### src/mcx_pkg.sv
// Purpose: constants and types for the machine-check / checkstop / dsi unit
// Assumes: 32-bit registers, big-endian bit numbering (bit 0 = msb)
// Notes:   register offsets are byte addresses on the avalon slave
package mcx_pkg;

   // avalon register byte offsets
   localparam logic [4:0] MCX_OFS_HWCFG    = 5'h00;
   localparam logic [4:0] MCX_OFS_SSTATE   = 5'h04;
   localparam logic [4:0] MCX_OFS_SPC      = 5'h08;
   localparam logic [4:0] MCX_OFS_MSTATE   = 5'h0C;
   localparam logic [4:0] MCX_OFS_L2CTL    = 5'h10;
   localparam logic [4:0] MCX_OFS_DBREAK   = 5'h14;
   localparam logic [4:0] MCX_OFS_STATUS   = 5'h18;
   localparam logic [4:0] MCX_OFS_FETCH    = 5'h1C;

   // big-endian bit n of a 32-bit word is little-endian index 31-n
   localparam int MCX_HW_MCIN_EN  = 31 - 0;
   localparam int MCX_HW_PGEN     = 31 - 1;
   localparam int MCX_HW_APCHK    = 31 - 2;
   localparam int MCX_HW_DPCHK    = 31 - 3;
   localparam int MCX_HW_SOFTMARK = 31 - 15;

   localparam int MCX_SS_L2DC     = 31 - 11;
   localparam int MCX_SS_MCIN     = 31 - 12;
   localparam int MCX_SS_TEA      = 31 - 13;
   localparam int MCX_SS_DPAR     = 31 - 14;
   localparam int MCX_SS_APAR     = 31 - 15;

   localparam int MCX_MS_ILE      = 31 - 15;
   localparam int MCX_MS_ME       = 31 - 19;
   localparam int MCX_MS_IP       = 31 - 25;
   localparam int MCX_MS_RI       = 31 - 30;
   localparam int MCX_MS_LE       = 31 - 31;

   // rollover checkstop enable in second-level cache control (chosen bit)
   localparam int MCX_L2_ROLL_EN  = 0;

   // breakpoint: double-word address in [31:3], data write bit 1, data read bit 0
   localparam int MCX_DB_WR       = 1;
   localparam int MCX_DB_RD       = 0;

   localparam logic [31:0] MCX_HWCFG_RST  = 32'h0000_0000;
   localparam logic [31:0] MCX_MSTATE_RST = 32'h0000_0040;
   localparam logic [31:0] MCX_ZERO32     = 32'h0000_0000;

   localparam logic [31:0] MCX_VEC_MC     = 32'h0000_0200;
   localparam logic [31:0] MCX_VEC_DSI    = 32'h0000_0300;
   localparam logic [31:0] MCX_BASE_LO    = 32'h0000_0000;
   localparam logic [31:0] MCX_BASE_HI    = 32'hFFF0_0000;

   // cycles from checkstop entry until all state is frozen
   localparam int MCX_FREEZE_CYC  = 2;

   typedef struct packed {
      logic addr_par;     // address bus parity error
      logic data_par;     // data bus parity error
      logic l1_par;       // first-level cache parity error
      logic l2_par;       // second-level data cache parity error
      logic transfer_error_ack;          // transfer error acknowledge
      logic mc_in;        // machine check input
   } mcx_err_t;

   typedef struct packed {
      logic        valid;  // data access this cycle
      logic        write;  // 1 = store
      logic        tmiss;  // translation miss, table search page fault
      logic        dstore; // segment direct-store bit
      logic [31:0] ea;     // effective address
   } mcx_dacc_t;

   typedef enum logic [1:0] {
      MCX_RUN,
      MCX_FREEZING,
      MCX_STOPPED
   } mcx_state_t;

endpackage : mcx_pkg

### src/mcx_unit.sv
// Purpose: machine check, checkstop and data storage exception logic
// Assumes: single clock, synchronous active-high reset, avalon-mm slave
// Notes:   all error inputs are active-high synchronous single-cycle events
`timescale 1ns/1ps
`default_nettype none

module mcx_unit
   import mcx_pkg::*;
(
   input  wire logic        clock_in,       // core clock, 200 MHz
   input  wire logic        rst_in,         // hard reset, sync, high
   input  wire mcx_err_t    err_in,         // error event sources
   input  wire logic        ext_external_checkstop_input,   // external checkstop input
   input  wire logic        dll_roll_in,    // clock dll rollover event
   input  wire mcx_dacc_t   dacc_in,        // data access from load/store
   input  wire logic [31:0] cur_pc_in,      // ea of executing instruction
   input  wire logic [4:0]  avs_address,    // byte address
   input  wire logic        avs_read,       // read request
   input  wire logic        avs_write,      // write request
   input  wire logic [31:0] avs_writedata,  // write data
   input  wire logic [3:0]  avs_byteenable, // byte lanes
   output logic [31:0]      avs_readdata,   // read data
   output logic             avs_waitrequest,// stall
   output logic             mc_take_out,    // machine check taken pulse
   output logic             dsi_take_out,   // data storage taken pulse
   output logic [31:0]      fetch_addr_out, // vector fetch address
   output logic             discard_st_out, // drop incomplete stores
   output logic             par_gen_out,    // drive bus parity
   output logic             halt_out,       // instruction processing stopped
   output logic             frozen_out      // all latches frozen
);

   logic [31:0] hwcfg_r;
   logic [31:0] sstate_r;
   logic [31:0] spc_r;
   logic [31:0] mstate_r;
   logic [31:0] l2ctl_r;
   logic [31:0] dbreak_r;
   logic [31:0] fetch_r;
   logic        mc_take_r;
   logic        dsi_take_r;
   logic        ack_r;
   logic [31:0] rdata_r;
   logic [1:0]  frz_cnt_r;
   mcx_state_t  state_r;

   logic        me;
   logic        a_err;
   logic        d_err;
   logic        c_err;
   logic        t_err;
   logic        m_err;
   logic        any_mc;
   logic        ckstop_req;
   logic        run;
   logic        dsi_hit;
   logic        bp_hit;
   logic [31:0] base;
   logic        wr_hit;
   logic [31:0] wmask;

   assign me  = mstate_r[MCX_MS_ME];
   assign run = (state_r == MCX_RUN);
   assign base = mstate_r[MCX_MS_IP] ? MCX_BASE_HI : MCX_BASE_LO;

   // qualified sources; cache parity and tea have no enable bit and are taken whenever seen with me set, tea imprecisely
   assign a_err = err_in.addr_par & hwcfg_r[MCX_HW_APCHK];
   assign d_err = err_in.data_par & hwcfg_r[MCX_HW_DPCHK];
   assign c_err = err_in.l1_par | err_in.l2_par;
   assign t_err = err_in.transfer_error_ack;
   assign m_err = err_in.mc_in & hwcfg_r[MCX_HW_MCIN_EN];
   assign any_mc = a_err | d_err | c_err | t_err | m_err;

   // checkstop causes
   assign ckstop_req = (any_mc & ~me)
                     | ext_external_checkstop_input
                     | (dll_roll_in & l2ctl_r[MCX_L2_ROLL_EN]);

   assign bp_hit = dacc_in.valid
                 & (dacc_in.ea[31:3] == dbreak_r[31:3])
                 & ((dacc_in.write & dbreak_r[MCX_DB_WR])
                    | (~dacc_in.write & dbreak_r[MCX_DB_RD]));
   assign dsi_hit = dacc_in.valid
                  & (dacc_in.tmiss
                     | dacc_in.dstore
                     | bp_hit);

   // write lands on the ack cycle, when waitrequest is low
   assign wr_hit = avs_write & ack_r & run;

   always_comb
   begin
      wmask = {{8{avs_byteenable[3]}}, {8{avs_byteenable[2]}},
               {8{avs_byteenable[1]}}, {8{avs_byteenable[0]}}};
   end

   // checkstop sequencer; only reset leaves the stopped state
   always_ff @(posedge clock_in)
   begin
      if (rst_in)
      begin
         state_r   <= MCX_RUN;
         frz_cnt_r <= 2'h0;
      end
      else
      begin
         case (state_r)
            MCX_RUN:
            begin
               if (ckstop_req)
               begin
                  state_r   <= MCX_FREEZING;
                  frz_cnt_r <= 2'h1;
               end
            end
            MCX_FREEZING:
            begin
               if (frz_cnt_r == 2'(MCX_FREEZE_CYC - 1))
                  state_r <= MCX_STOPPED;
               else
                  frz_cnt_r <= frz_cnt_r + 2'h1;
            end
            MCX_STOPPED:
               state_r <= MCX_STOPPED;
            default:
               state_r <= MCX_STOPPED;
         endcase
      end
   end

   // hardware configuration register
   always_ff @(posedge clock_in)
   begin
      if (rst_in)
         hwcfg_r <= MCX_HWCFG_RST;
      else if (wr_hit && avs_address == MCX_OFS_HWCFG)
         hwcfg_r <= (hwcfg_r & ~wmask) | (avs_writedata & wmask);
   end

   // second-level cache control and breakpoint registers
   always_ff @(posedge clock_in)
   begin
      if (rst_in)
      begin
         l2ctl_r  <= MCX_ZERO32;
         dbreak_r <= MCX_ZERO32;
      end
      else if (wr_hit)
      begin
         if (avs_address == MCX_OFS_L2CTL)
            l2ctl_r <= (l2ctl_r & ~wmask) | (avs_writedata & wmask);
         if (avs_address == MCX_OFS_DBREAK)
            dbreak_r <= (dbreak_r & ~wmask) | (avs_writedata & wmask);
      end
   end

   // machine state, saved state, saved counter, exception entry
   always_ff @(posedge clock_in)
   begin
      if (rst_in)
      begin
         mstate_r   <= MCX_MSTATE_RST;
         sstate_r   <= MCX_ZERO32;
         spc_r      <= MCX_ZERO32;
         fetch_r    <= MCX_ZERO32;
         mc_take_r  <= 1'b0;
         dsi_take_r <= 1'b0;
      end
      else
      begin
         mc_take_r  <= 1'b0;
         dsi_take_r <= 1'b0;
         if (run && any_mc && me)
         begin
            mc_take_r <= 1'b1;
            spc_r     <= cur_pc_in;
            sstate_r  <= {11'h000,
                          err_in.l2_par,
                          m_err, t_err, d_err, a_err,
                          mstate_r[15:0]};
            mstate_r  <= (mstate_r & ((32'h1 << MCX_MS_IP)
                                      | (32'h1 << MCX_MS_ILE)))
                         | (32'(mstate_r[MCX_MS_ILE]) << MCX_MS_LE);
            fetch_r   <= base | MCX_VEC_MC;
         end
         else if (run && !ckstop_req && dsi_hit)
         begin
            dsi_take_r <= 1'b1;
            spc_r      <= cur_pc_in;
            sstate_r   <= {16'h0000, mstate_r[15:0]};
            mstate_r   <= (mstate_r & ((32'h1 << MCX_MS_IP)
                                       | (32'h1 << MCX_MS_ILE)
                                       | (32'h1 << MCX_MS_ME)))
                          | (32'(mstate_r[MCX_MS_ILE]) << MCX_MS_LE);
            fetch_r    <= base | MCX_VEC_DSI;
         end
         else if (wr_hit)
         begin
            if (avs_address == MCX_OFS_MSTATE)
               mstate_r <= (mstate_r & ~wmask) | (avs_writedata & wmask);
            if (avs_address == MCX_OFS_SSTATE)
               sstate_r <= (sstate_r & ~wmask) | (avs_writedata & wmask);
            if (avs_address == MCX_OFS_SPC)
               spc_r <= (spc_r & ~wmask) | (avs_writedata & wmask);
         end
      end
   end

   // avalon slave: one wait cycle, then ack with data
   always_ff @(posedge clock_in)
   begin
      if (rst_in)
      begin
         ack_r   <= 1'b0;
         rdata_r <= MCX_ZERO32;
      end
      else
      begin
         ack_r <= (avs_read | avs_write) & ~ack_r;
         case (avs_address)
            MCX_OFS_HWCFG:  rdata_r <= hwcfg_r;
            MCX_OFS_SSTATE: rdata_r <= sstate_r;
            MCX_OFS_SPC:    rdata_r <= spc_r;
            MCX_OFS_MSTATE: rdata_r <= mstate_r;
            MCX_OFS_L2CTL:  rdata_r <= l2ctl_r;
            MCX_OFS_DBREAK: rdata_r <= dbreak_r;
            MCX_OFS_STATUS: rdata_r <= {30'h0, ~run,
                                        state_r == MCX_STOPPED};
            MCX_OFS_FETCH:  rdata_r <= fetch_r;
            default:        rdata_r <= MCX_ZERO32;
         endcase
      end
   end

   assign avs_waitrequest = (avs_read | avs_write) & ~ack_r;
   assign avs_readdata    = rdata_r;
   assign mc_take_out     = mc_take_r;
   assign dsi_take_out    = dsi_take_r;
   assign fetch_addr_out  = fetch_r;
   assign discard_st_out  = mc_take_r;
   assign par_gen_out     = hwcfg_r[MCX_HW_PGEN];
   assign halt_out        = ~run;
   assign frozen_out      = (state_r == MCX_STOPPED);

endmodule : mcx_unit

`default_nettype wire

### config.mk
export PLATFORM = sky130hd
export DESIGN_NAME = mcx_unit
export DESIGN_NICKNAME = d
export VERILOG_FILES = /design/src/mcx_pkg.sv /design/src/mcx_unit.sv
export SDC_FILE = /design/constraint.sdc
export NUM_CORES = 1
export LEC_CHECK = 0
export BUFFER_PORTS_ARGS = -buffer_cell sky130_fd_sc_hd__clkbuf_2
export CAP_MARGIN = 20
export CORE_ASPECT_RATIO = 0.5
export CORE_MARGIN = 2
export CORE_UTILIZATION = 37
export DETAILED_ROUTE_END_ITERATION = 8
export HOLD_SLACK_MARGIN = 0.06
export PLACE_DENSITY = 0.62
export REMOVE_ABC_BUFFERS = 1
export SLEW_MARGIN = 20
export SYNTH_ARGS = -nofsm -noshare
export SYNTH_HDL_FRONTEND = slang
export SYNTH_SLANG_ARGS = --single-unit
### constraint.sdc
create_clock -name clock_in -period 2.2 [get_ports clock_in]
set_input_delay 0.22 -clock clock_in [delete_from_list [all_inputs] [get_ports clock_in]]
set_output_delay 0.22 -clock clock_in [all_outputs]
set_load 0.02 [all_outputs]
==> metrics.md, run 1 <==
| Metric | Value |
|---|---|
| Status | `finished, violations left` |
| Failing checks | `setup timing` |
| Critical path launch point type | `register` |
| Clock transition at the registers of the reported paths | `about 0.070 ns` |
| Worst IR drop on VDD | `approximately 410 µV` |
| Xor and xnor fraction of the mapped netlist area | `around 2.3%` |
| Vias in the first global route | `approximately 10k` |
| DRT Pass-1 Iters | `6` |
| # setup viols final | `60` |
| RSZ-0062 raised after global routing | `yes` |
| Worst Tran Pin Value | `around 0.64 ns` |
| Post-Syn Area | `around 11,000 µm²` |
| EDFF count, synth | `0` |
| Final Critical Period | `approximately 2.2 ns` |
| Mux share of post-synthesis cell area | `between 10% and 20%` |
| Commonest cells in the netlist | `dfxtp_1, nand2_1, mux2i_1` |
| Drt wl/cell | `~22 µm` |
| Max_cap viols | `0` |
| Ys async rst share | `0%` |
| Clk Latency, worst-skew pair | `0.53 ns` |
| Tcrit/Tclk final | `101.6%` |
| Complex-gate fraction of the synthesized area | `23.23%` |
| Final net count | `about 1.6k` |
| Hold Violations, Final | `0` |
| DRT iter0 DRCs | `1,572` |
| Max Freq | `around 450 MHz` |
| Final setup margin | `-0.03416 ns` |
| Core Region | `29,010 µm²` |
| Synth-to-layout area growth | `31.67%` |
| Placement Rows | `44` |
| Initial antenna violation count | `0` |
| CP required | `~2.6 ns` |
| Endpoint class of the critical path | `register` |
| Relative slew slack | `a little under three fifths` |
| Final Power | `between 9000 and 10,000 µW` |
| Htree depth | `1` |
| Synth top area share | `42.95%` |
| Pre-CTS WS | `-0.1017 ns` |
| GP Congestion | `0.8854` |
| Adder-cell share of the synthesized area | `0.1147%` |
| Count leader, synth | `dfxtp_1` |
| Final wirelength | `about 40 mm` |
| Count of cell types in the netlist | `54` |
| Crit Path Max Fanout | `12` |
| Gate Count Post-Synth | `about 1.2k` |
| Ant diodes | `0` |
| Die Height | `approximately 130 µm` |
| Post-synthesis sequential area ratio | `42.95%` |
| Grt ovf | `0` |
| Full die area | `30,950 µm²` |
| Via count | `10.74k` |
| CTS tree | `built` |
| Synth Area in Simple Gates | `about 14%` |
| Final core occ | `between 40% and 50%` |
| Largest family of logic cells by synthesized area | `compound AO/OA/AOI/OAI gates` |
| Synth area leaders | `dfxtp_1, mux2i_1, nand3_1` |
| Clock Sink Count | `around 230` |
| Width of the die | `approximately 250 µm` |
| Synth Register Bits | `234` |
| DR DRC count | `0` |
| Fraction of final layout cells sized beyond drive strength 1 | `a little over a quarter` |
| PwrDens | `641.3 nW/µm²` |
| FILL cells | `2,606` |
| Num CTS Buffers | `24` |
| Antenna viol nets, final | `0` |
| Ys flop type | `dfxtp_1` |
| Initial Utilization | `between 30% and 40%` |
| Gr usage total | `about 25%` |
| First-pass GRT wire length | `59.85 mm` |
| Largest area contributor in the synthesized netlist | `dfxtp_1` |
| Max-slew violations | `0` |
| Critical path type | `reg2reg` |
| YS warnings | `0` |
| Min-Delay Path Class | `in2reg` |
| Largest net degree at the start of global routing | `84` |
| Top Ports | `around 190` |
| Clock Skews | `around 0.013 ns` |
| Lkg Pwr | `approximately 0.0065 µW` |
| Clk buf depth | `3` |
| CTS Root Cell | `clkbuf_16` |
| WHS | `about 0.11 ns` |
| Setup TNS | `-0.7366 ns` |
| Mapped Avg Cell Area | `approximately 9 µm²` |
| Port bufs | `170` |
| Via-per-instance ratio | `slightly below 6` |
| Detail Placement HPWL | `around 26 mm` |
| WP data arrival | `~2.7 ns` |
==> layer usage <==
metal | routed length (µm) | track usage [%]
met5 | 0 | 0
met4 | 1357 | 8.646
met3 | 3283 | 3.800
met2 | 18630 | 40.28
met1 | 16750 | 32.98
==> path summary, 6_finish.rpt <==
path                     startpoint                   endpoint  slack (ns)  cells after the start
setup / recovery           register  mstate_r[30]$_SDFFE_PP0P_       -0.03                     10
hold / removal    avs_byteenable[1]                   register        0.11                      3
setup reg to reg           register  mstate_r[30]$_SDFFE_PP0P_       -0.03                     10
hold reg to reg            register                   register        0.46                      2
==> cell usage in the layout, fill, tap and decap left out, types with 29 or more instances in the layout <==
cell type	n
nand2_1	115
buf_4	83
nand3_1	101
mux2i_1	108
dfxtp_1	229
a21oi_1	91
a31oi_1	29
a22oi_1	67
clkbuf_2	168
nor2_1	69
dlygate4sd3_1	71
o211a_1	46
clkbuf_16	29
==> cells by family (layout without fill, tap and decap cells) <==
kind of cell	count (synthesis)	count (layout)
AND/OR/NAND/NOR	333	333
AO/OA/AOI/OAI	329	329
flip-flops	234	234
buffers and inverters	142	403
multiplexers	110	110
XOR/XNOR	29	29
adder cells (fa/ha/maj)	1	1
other	1	18
==> what timing repair did <==
item	in CTS	in global routing
buffers inserted	0	9
endpoints found under the setup margin	91	143
resized for setup	7	49
cloned	0	5
pin swaps	2	14
hold endpoints to repair	170	0
hold buffers	71	0
==> through the flow <==
step | area [µm²] | cells
after floorplan | 10230 | 1065
after global routing | 14360 | 1848
after global placement | 12460 | 1722
after detailed placement | 12460 | 1722
final | 14360 | 1848
after CTS | 13970 | 1835
==> worst max-delay path, cell delays in order (launching register included) <==
cell and delay, ns:
dfxtp_1 0.34, xor2_2 0.21, nor4_2 0.27, buf_4 0.15
nand4_1 0.15, buf_4 0.20, o21a_4 0.23, o211ai_4 0.20
buf_12 0.16, buf_12 0.15, nor2_1 0.06
==> final cells by class <==
class | instances | area [µm²] | area share, %
Multi-Input combinational cell | 820 | 5685 | 39.59
Sequential cell | 234 | 4691 | 32.66
Timing Repair Buffer | 350 | 2680 | 18.66
Clock buffer | 32 | 691.9 | 4.818
Tap cell | 391 | 489.2 | 3.406
Clock inverter | 10 | 81.33 | 0.5663
Inverter | 11 | 43.79 | 0.3049
==> power breakdown <==
group	leakage [µW]	total, µW	internal (µW)	switching (µW)
registers	0.00189	4290	4270	26.2
logic	0.00425	847	340	506
clock network	0.000392	4070	2330	1750
total	0.00653	9210	6930	2280
Note: power is estimated with default switching activity, not from simulation.
==> inputs of run 2 (changes only) <==
- SKIP_CTS_REPAIR_TIMING: unset -> 1
==> run 2 against run 1 <==
Compared with the run above: the run still ends with setup timing left; total power about the same; flip-flop and latch count did not move; cell count decreased by 0.27%; first-iteration DRC count is 9.4% lower; sequential share of layout area rose by 0.092 points; global-route usage shrank 0.67 points; die area unchanged; clock power about the same; hold slack got worse by 0.049 ns; combinational power hardly changed; largest power group unchanged.
==> metrics.md, run 2 (synthesis results as in run 1) <==
| Metric | Value |
|---|---|
| Final wirelength | `roughly 40 mm` |
| Hold Violations, Final | `0` |
| Clk Latency, worst-skew pair | `~0.53 ns` |
| GP Congestion | `roughly 0.9` |
| Clock transition at the registers of the reported paths | `approximately 0.070 ns` |
| Detail Placement HPWL | `~26 mm` |
| Commonest non-fill, non-tap cell in the layout | `dfxtp_1` |
| Vias in the first global route | `between 9k and 10k` |
| Via count | `10.58k` |
| WP data arrival | `approximately 2.6 ns` |
| Failing checks | `setup timing` |
| Critical path depth in cells | `10` |
| Worst IR drop on VDD | `441.5 µV` |
| Post-Place Cells | `1,722` |
| CP required | `about 2.6 ns` |
| CP top delay family | `buffers and inverters` |
| Setup TNS | `-0.2892 ns` |
| DR DRC count | `0` |
| Final Cell Area | `around 14,000 µm²` |
| Final core occ | `between 40% and 50%` |
| Placement Rows | `44` |
| Core Region | `just under 30,000 µm²` |
| Full die area | `about 31,000 µm²` |
| Ant diodes | `0` |
| Port bufs | `between 150 and 200` |
| Clock Skews | `0.01544 ns` |
| DRT Pass-1 Iters | `6` |
| Endpoint class of the critical path | `register` |
| Num CTS Buffers | `24` |
| Die Height | `about 130 µm` |
| Gr usage total | `between 20% and 30%` |
| PwrDens | `~640 nW/µm²` |
| Commonest cells after routing, fill and taps aside | `dfxtp_1, clkbuf_2, nand2_1, mux2i_1, nand3_1` |
| Lkg Pwr | `0.006491 µW` |
| Drt wl/cell | `about 21 µm` |
| Relative slew slack | `57.02%` |
| Multi-input logic area | `about 5800 µm²` |
| CTS Root Cell | `clkbuf_16` |
| Final Critical Period | `~2.2 ns` |
| Final net count | `1,558` |
| CP Capture Point | `mstate_r[30]$_SDFFE_PP0P_` |
| Critical path type | `reg2reg` |
| RR Endpoint | `mstate_r[30]$_SDFFE_PP0P_` |
| Critical path launch point type | `register` |
| Fin cells | `around 1.8k` |
| Synth-to-layout area growth | `31.44%` |
| Min-Delay Path Class | `in2reg` |
| Dpl cell area | `roughly 12,000 µm²` |
| Final setup margin | `-0.02327 ns` |
| Max stage delay on crit path | `0.35 ns` |
| Initial Utilization | `between 30% and 40%` |
| Max_cap viols | `0` |
| Max-slew violations | `0` |
| Most used cell, CP | `buf_4` |
| Reg2Reg Depth | `10` |
| R2R Setup Slk | `-0.02 ns` |
| Grt ovf | `0` |
| Largest net degree at the start of global routing | `84` |
| Crit Path Max Fanout | `6` |
| # setup viols final | `30` |
| Clock Sink Count | `between 200 and 250` |
| DRT iter0 DRCs | `around 1.4k` |
| Top Ports | `192` |
| Worst Tran Pin Value | `0.6447 ns` |
| Via-per-instance ratio | `between 5 and 6` |
| Fraction of final layout cells sized beyond drive strength 1 | `27.69%` |
| FILL cells | `2,615` |
| RSZ-0062 raised after global routing | `yes` |
| Initial antenna violation count | `0` |
| Max Freq | `between 400 and 500 MHz` |
| Width of the die | `246.8 µm` |
| CTS tree | `built` |
| First-pass GRT wire length | `between 50 and 60 mm` |
| Htree depth | `1` |
| Storage cell area | `about 4700 µm²` |
| Worst Path Buf+Inv | `4` |
| Final Power | `9208 µW` |
| Antenna viol nets, final | `0` |
| Crit-path slowest cell | `dfxtp_2` |
| Status | `finished, violations left` |
| Clk buf depth | `3` |
| Tcrit/Tclk final | `101.1%` |
| Worst-path cell chain | `xor2_2 -> nor4_2 -> buf_4 -> nand4_1 -> buf_4 -> o21a_4 -> o211ai_4 -> buf_12 -> clkbuf_16 -> nor2_1` |
[run 2: cell types whose count changed in the layout (fill, tap and decap cells not counted), sizes merged]
cell and delta:
buf -3, dlygate4sd3 -1, clkbuf -1
[run 2: cell type report]
| cell class | instances | area share [%] |
|---|---|---|
| Clock buffer | 32 | 4.826 |
| Clock inverter | 10 | 0.5672 |
| Inverter | 11 | 0.3054 |
| Multi-Input combinational cell | 820 | 40.11 |
| Sequential cell | 234 | 32.75 |
| Tap cell | 391 | 3.412 |
| Timing Repair Buffer | 345 | 18.03 |
[run 2: worst reg2reg max path, stage by stage, from the launching register on]
cell	delay, ns
dfxtp_2	0.35
xor2_2	0.20
nor4_2	0.23
buf_4	0.15
nand4_1	0.15
buf_4	0.19
o21a_4	0.25
o211ai_4	0.21
buf_12	0.17
clkbuf_16	0.17
nor2_1	0.05
[run 2: how the worst min path moves through the flow]
stage	startpoint	to	slack, ns	cells after the start
after floorplan	rst_in	sstate_r[16]$_SDFFE_PP0P_	0.29	1
after global placement	ack_r$_SDFF_PP0_	ack_r$_SDFF_PP0_	0.43	1
after detailed placement	register	register	0.45	2
after CTS	cur_pc_in[0]	register	-0.07	2
after global routing	err_in[0]	sstate_r[19]$_SDFFE_PP0P_	0.07	3
final	err_in[0]	sstate_r[19]$_SDFFE_PP0P_	0.06	3
[run 2: metal layers]
| metal | share of wire [%] | global-route usage [%] | vias to the layer above |
|---|---|---|---|
| met4 | 3.3 | 7.690 | 0 |
| met2 | 47 | 38.80 | 537 |
| met1 | 42 | 32.78 | 5137 |
| li1 | - | - | 4797 |
| met5 | 0 | 0 | - |
| met3 | 8.3 | 3.521 | 113 |
[run 2: report_power, final]
part	internal (µW)	leakage [µW]	total [µW]	switching, µW
clock network	2330	0.000392	4070	1740
logic	340	0.00421	849	509
registers	4260	0.00189	4290	26.0
[run 2: per-stage QoR]
stage | worst slack, ns | hold WS, ns
2_1_floorplan | -1.094 | 0.2862
3_3_place_gp | -0.08706 | 0.4336
3_5_place_dp | -0.1017 | 0.4502
4_1_cts | -0.1035 | -0.07307
5_1_grt | -0.07624 | 0.07084
6_report | -0.02327 | 0.06217
==> inputs of run 3 (changes only) <==
- CORE_MARGIN: 2 -> unset
- PLACE_DENSITY: 0.62 -> 0.61
- SKIP_LAST_GASP: unset -> 1
==> run 3 against run 2 <==
Compared with the run above: the run still ends with setup timing left; critical path depth decreased by 1; total power increased by 0.21%; clock skew increased by 0.0016 ns; clock power about the same; combinational power decreased by 0.5%; sequential share of layout area about the same; hold slack got worse by 0.036 ns; cell area increased by 0.16%; flip-flop and latch count unchanged; critical path type unchanged; setup slack got worse by 0.13 ns; die area decreased by 2.4%; sequential power about the same.
==> metrics.md, run 3 (synthesis results as in run 1) <==
| Metric | Value |
|---|---|
| Status | `finished, violations left` |
| Failing checks | `setup timing` |
| PwrDens | `642.6 nW/µm²` |
| # setup viols final | `86` |
| Endpoint class of the critical path | `register` |
| Max_cap viols | `0` |
| Largest net degree at the start of global routing | `33` |
| Full die area | `30,210 µm²` |
| Clock transition at the registers of the reported paths | `roughly 0.06 ns` |
| Commonest non-fill, non-tap cell in the layout | `dfxtp_1` |
| Crit-path slowest cell | `nor4_2` |
| Hold_sp | `avs_writedata[20]` |
| Final net count | `approximately 1.6k` |
| CP top delay family | `simple AND/OR/NAND/NOR gates` |
| Port bufs | `170` |
| Fraction of final layout cells sized beyond drive strength 1 | `about 28%` |
| Clock Skews | `about 0.017 ns` |
| Via-per-instance ratio | `slightly below 6` |
| Final core occ | `49.50%` |
| GP Congestion | `a little under 0.9` |
| Gr usage total | `between 20% and 30%` |
| Storage cell area | `approximately 4700 µm²` |
| Clk buf depth | `3` |
| Placement Rows | `44` |
| Worst-path cell chain | `xor2_1 -> nor4_2 -> nand4_1 -> buf_4 -> o21a_4 -> o211ai_4 -> buf_12 -> clkbuf_16 -> a21oi_1` |
| Commonest cells after routing, fill and taps aside | `dfxtp_1, clkbuf_2, nand2_1, mux2i_1, nand3_1` |
| Tcrit/Tclk final | `107.1%` |
| Clock Sink Count | `234` |
| Vias in the first global route | `between 9k and 10k` |
| Final Cell Area | `~14,000 µm²` |
| RSZ-0062 raised after global routing | `yes` |
| Max Freq | `between 400 and 500 MHz` |
| Final setup margin | `-0.1572 ns` |
| Drt wl/cell | `approximately 21 µm` |
| DR DRC count | `0` |
| Worst Tran Pin Value | `roughly 0.58 ns` |
| Worst Path Buf+Inv | `3` |
| Synth-to-layout area growth | `31.65%` |
| Dpl cell area | `12,530 µm²` |
| Detail Placement HPWL | `between 20 and 30 mm` |
| Relative slew slack | `between 60% and 70%` |
| FILL cells | `roughly 2.6k` |
| Crit Path Max Fanout | `8` |
| Antenna viol nets, final | `0` |
| Final Critical Period | `2.357 ns` |
| Initial Utilization | `around 38%` |
| Worst IR drop on VDD | `around 480 µV` |
| First-pass GRT wire length | `~57 mm` |
| Num CTS Buffers | `24` |
| Setup TNS | `-7.959 ns` |
| R2R Setup Slk | `-0.16 ns` |
| Core Region | `around 29,000 µm²` |
| Critical path type | `reg2reg` |
| Lkg Pwr | `about 0.0065 µW` |
| Via count | `10.69k` |
| Multi-input logic area | `5746 µm²` |
| Top Ports | `192` |
| Hold Violations, Final | `0` |
| Reg2Reg Depth | `9` |
| CP required | `2.60 ns` |
| Min-Delay Path Class | `in2reg` |
| Hold Path Depth | `3` |
| Width of the die | `around 240 µm` |
| Initial antenna violation count | `0` |
| Grt ovf | `0` |
| Clk Latency, worst-skew pair | `0.53 ns` |
| DRT Pass-1 Iters | `6` |
| Ant diodes | `0` |
| CTS Root Cell | `clkbuf_16` |
| Critical path launch point type | `register` |
| CTS tree | `built` |
| Max stage delay on crit path | `0.39 ns` |
| WP data arrival | `~2.8 ns` |
| Htree depth | `1` |
| Die Height | `123.4 µm` |
| DRT iter0 DRCs | `~1.1k` |
| Final wirelength | `~40 mm` |
| Max-slew violations | `0` |
[run 3: stage by stage]
step	std cells	hold slack (ns)	worst slack [ns]	power [µW]
after global placement	1734	0.4347	-0.3126	5046
after global routing	1846	0.06122	-0.2075	9464
after CTS	1777	-0.07533	-0.2711	9112
after detailed placement	1734	0.4366	-0.2548	5059
final	1846	0.02633	-0.1572	9227
after floorplan	1065	0.2862	-1.094	4617
[run 3: worst max-delay path by stage]
| stage | startpoint | to | cells past startpoint |
|---|---|---|---|
| after floorplan | register | register | 5 |
| after global placement | register | mstate_r[10]$_SDFFE_PP0P_ | 9 |
| after detailed placement | register | mstate_r[26]$_SDFFE_PP0P_ | 9 |
| after CTS | register | mstate_r[22]$_SDFFE_PP0P_ | 9 |
| after global routing | register | register | 10 |
| final | register | register | 9 |
[run 3: final cells by class]
class / count / share of cell area (%)
clock inverter: 7 / 0.3224
inverter: 11 / 0.2875
multi-input combinational: 820 / 40.01
tap: 391 / 3.407
timing repair buffer: 347 / 18.03
clock buffer: 36 / 5.202
sequential: 234 / 32.74
[run 3: where the power goes]
part / switching, µW / internal [µW] / leakage, µW
clock network: 1750 / 2350 / 0.000391
registers: 24.4 / 4260 / 0.00189
logic: 509 / 336 / 0.00421
[run 3: tightest hold or removal path, cell delays in order]
cell      delay, ns
clkbuf_2       0.14
nand3_1        0.08
a21oi_1        0.05
[run 3: per-layer routing]
metal | track usage, % | part of all wire, %
met1 | 32.17 | 42
met2 | 39.71 | 47
met3 | 3.343 | 7.8
met4 | 9.727 | 3.2
met5 | 0 | 0
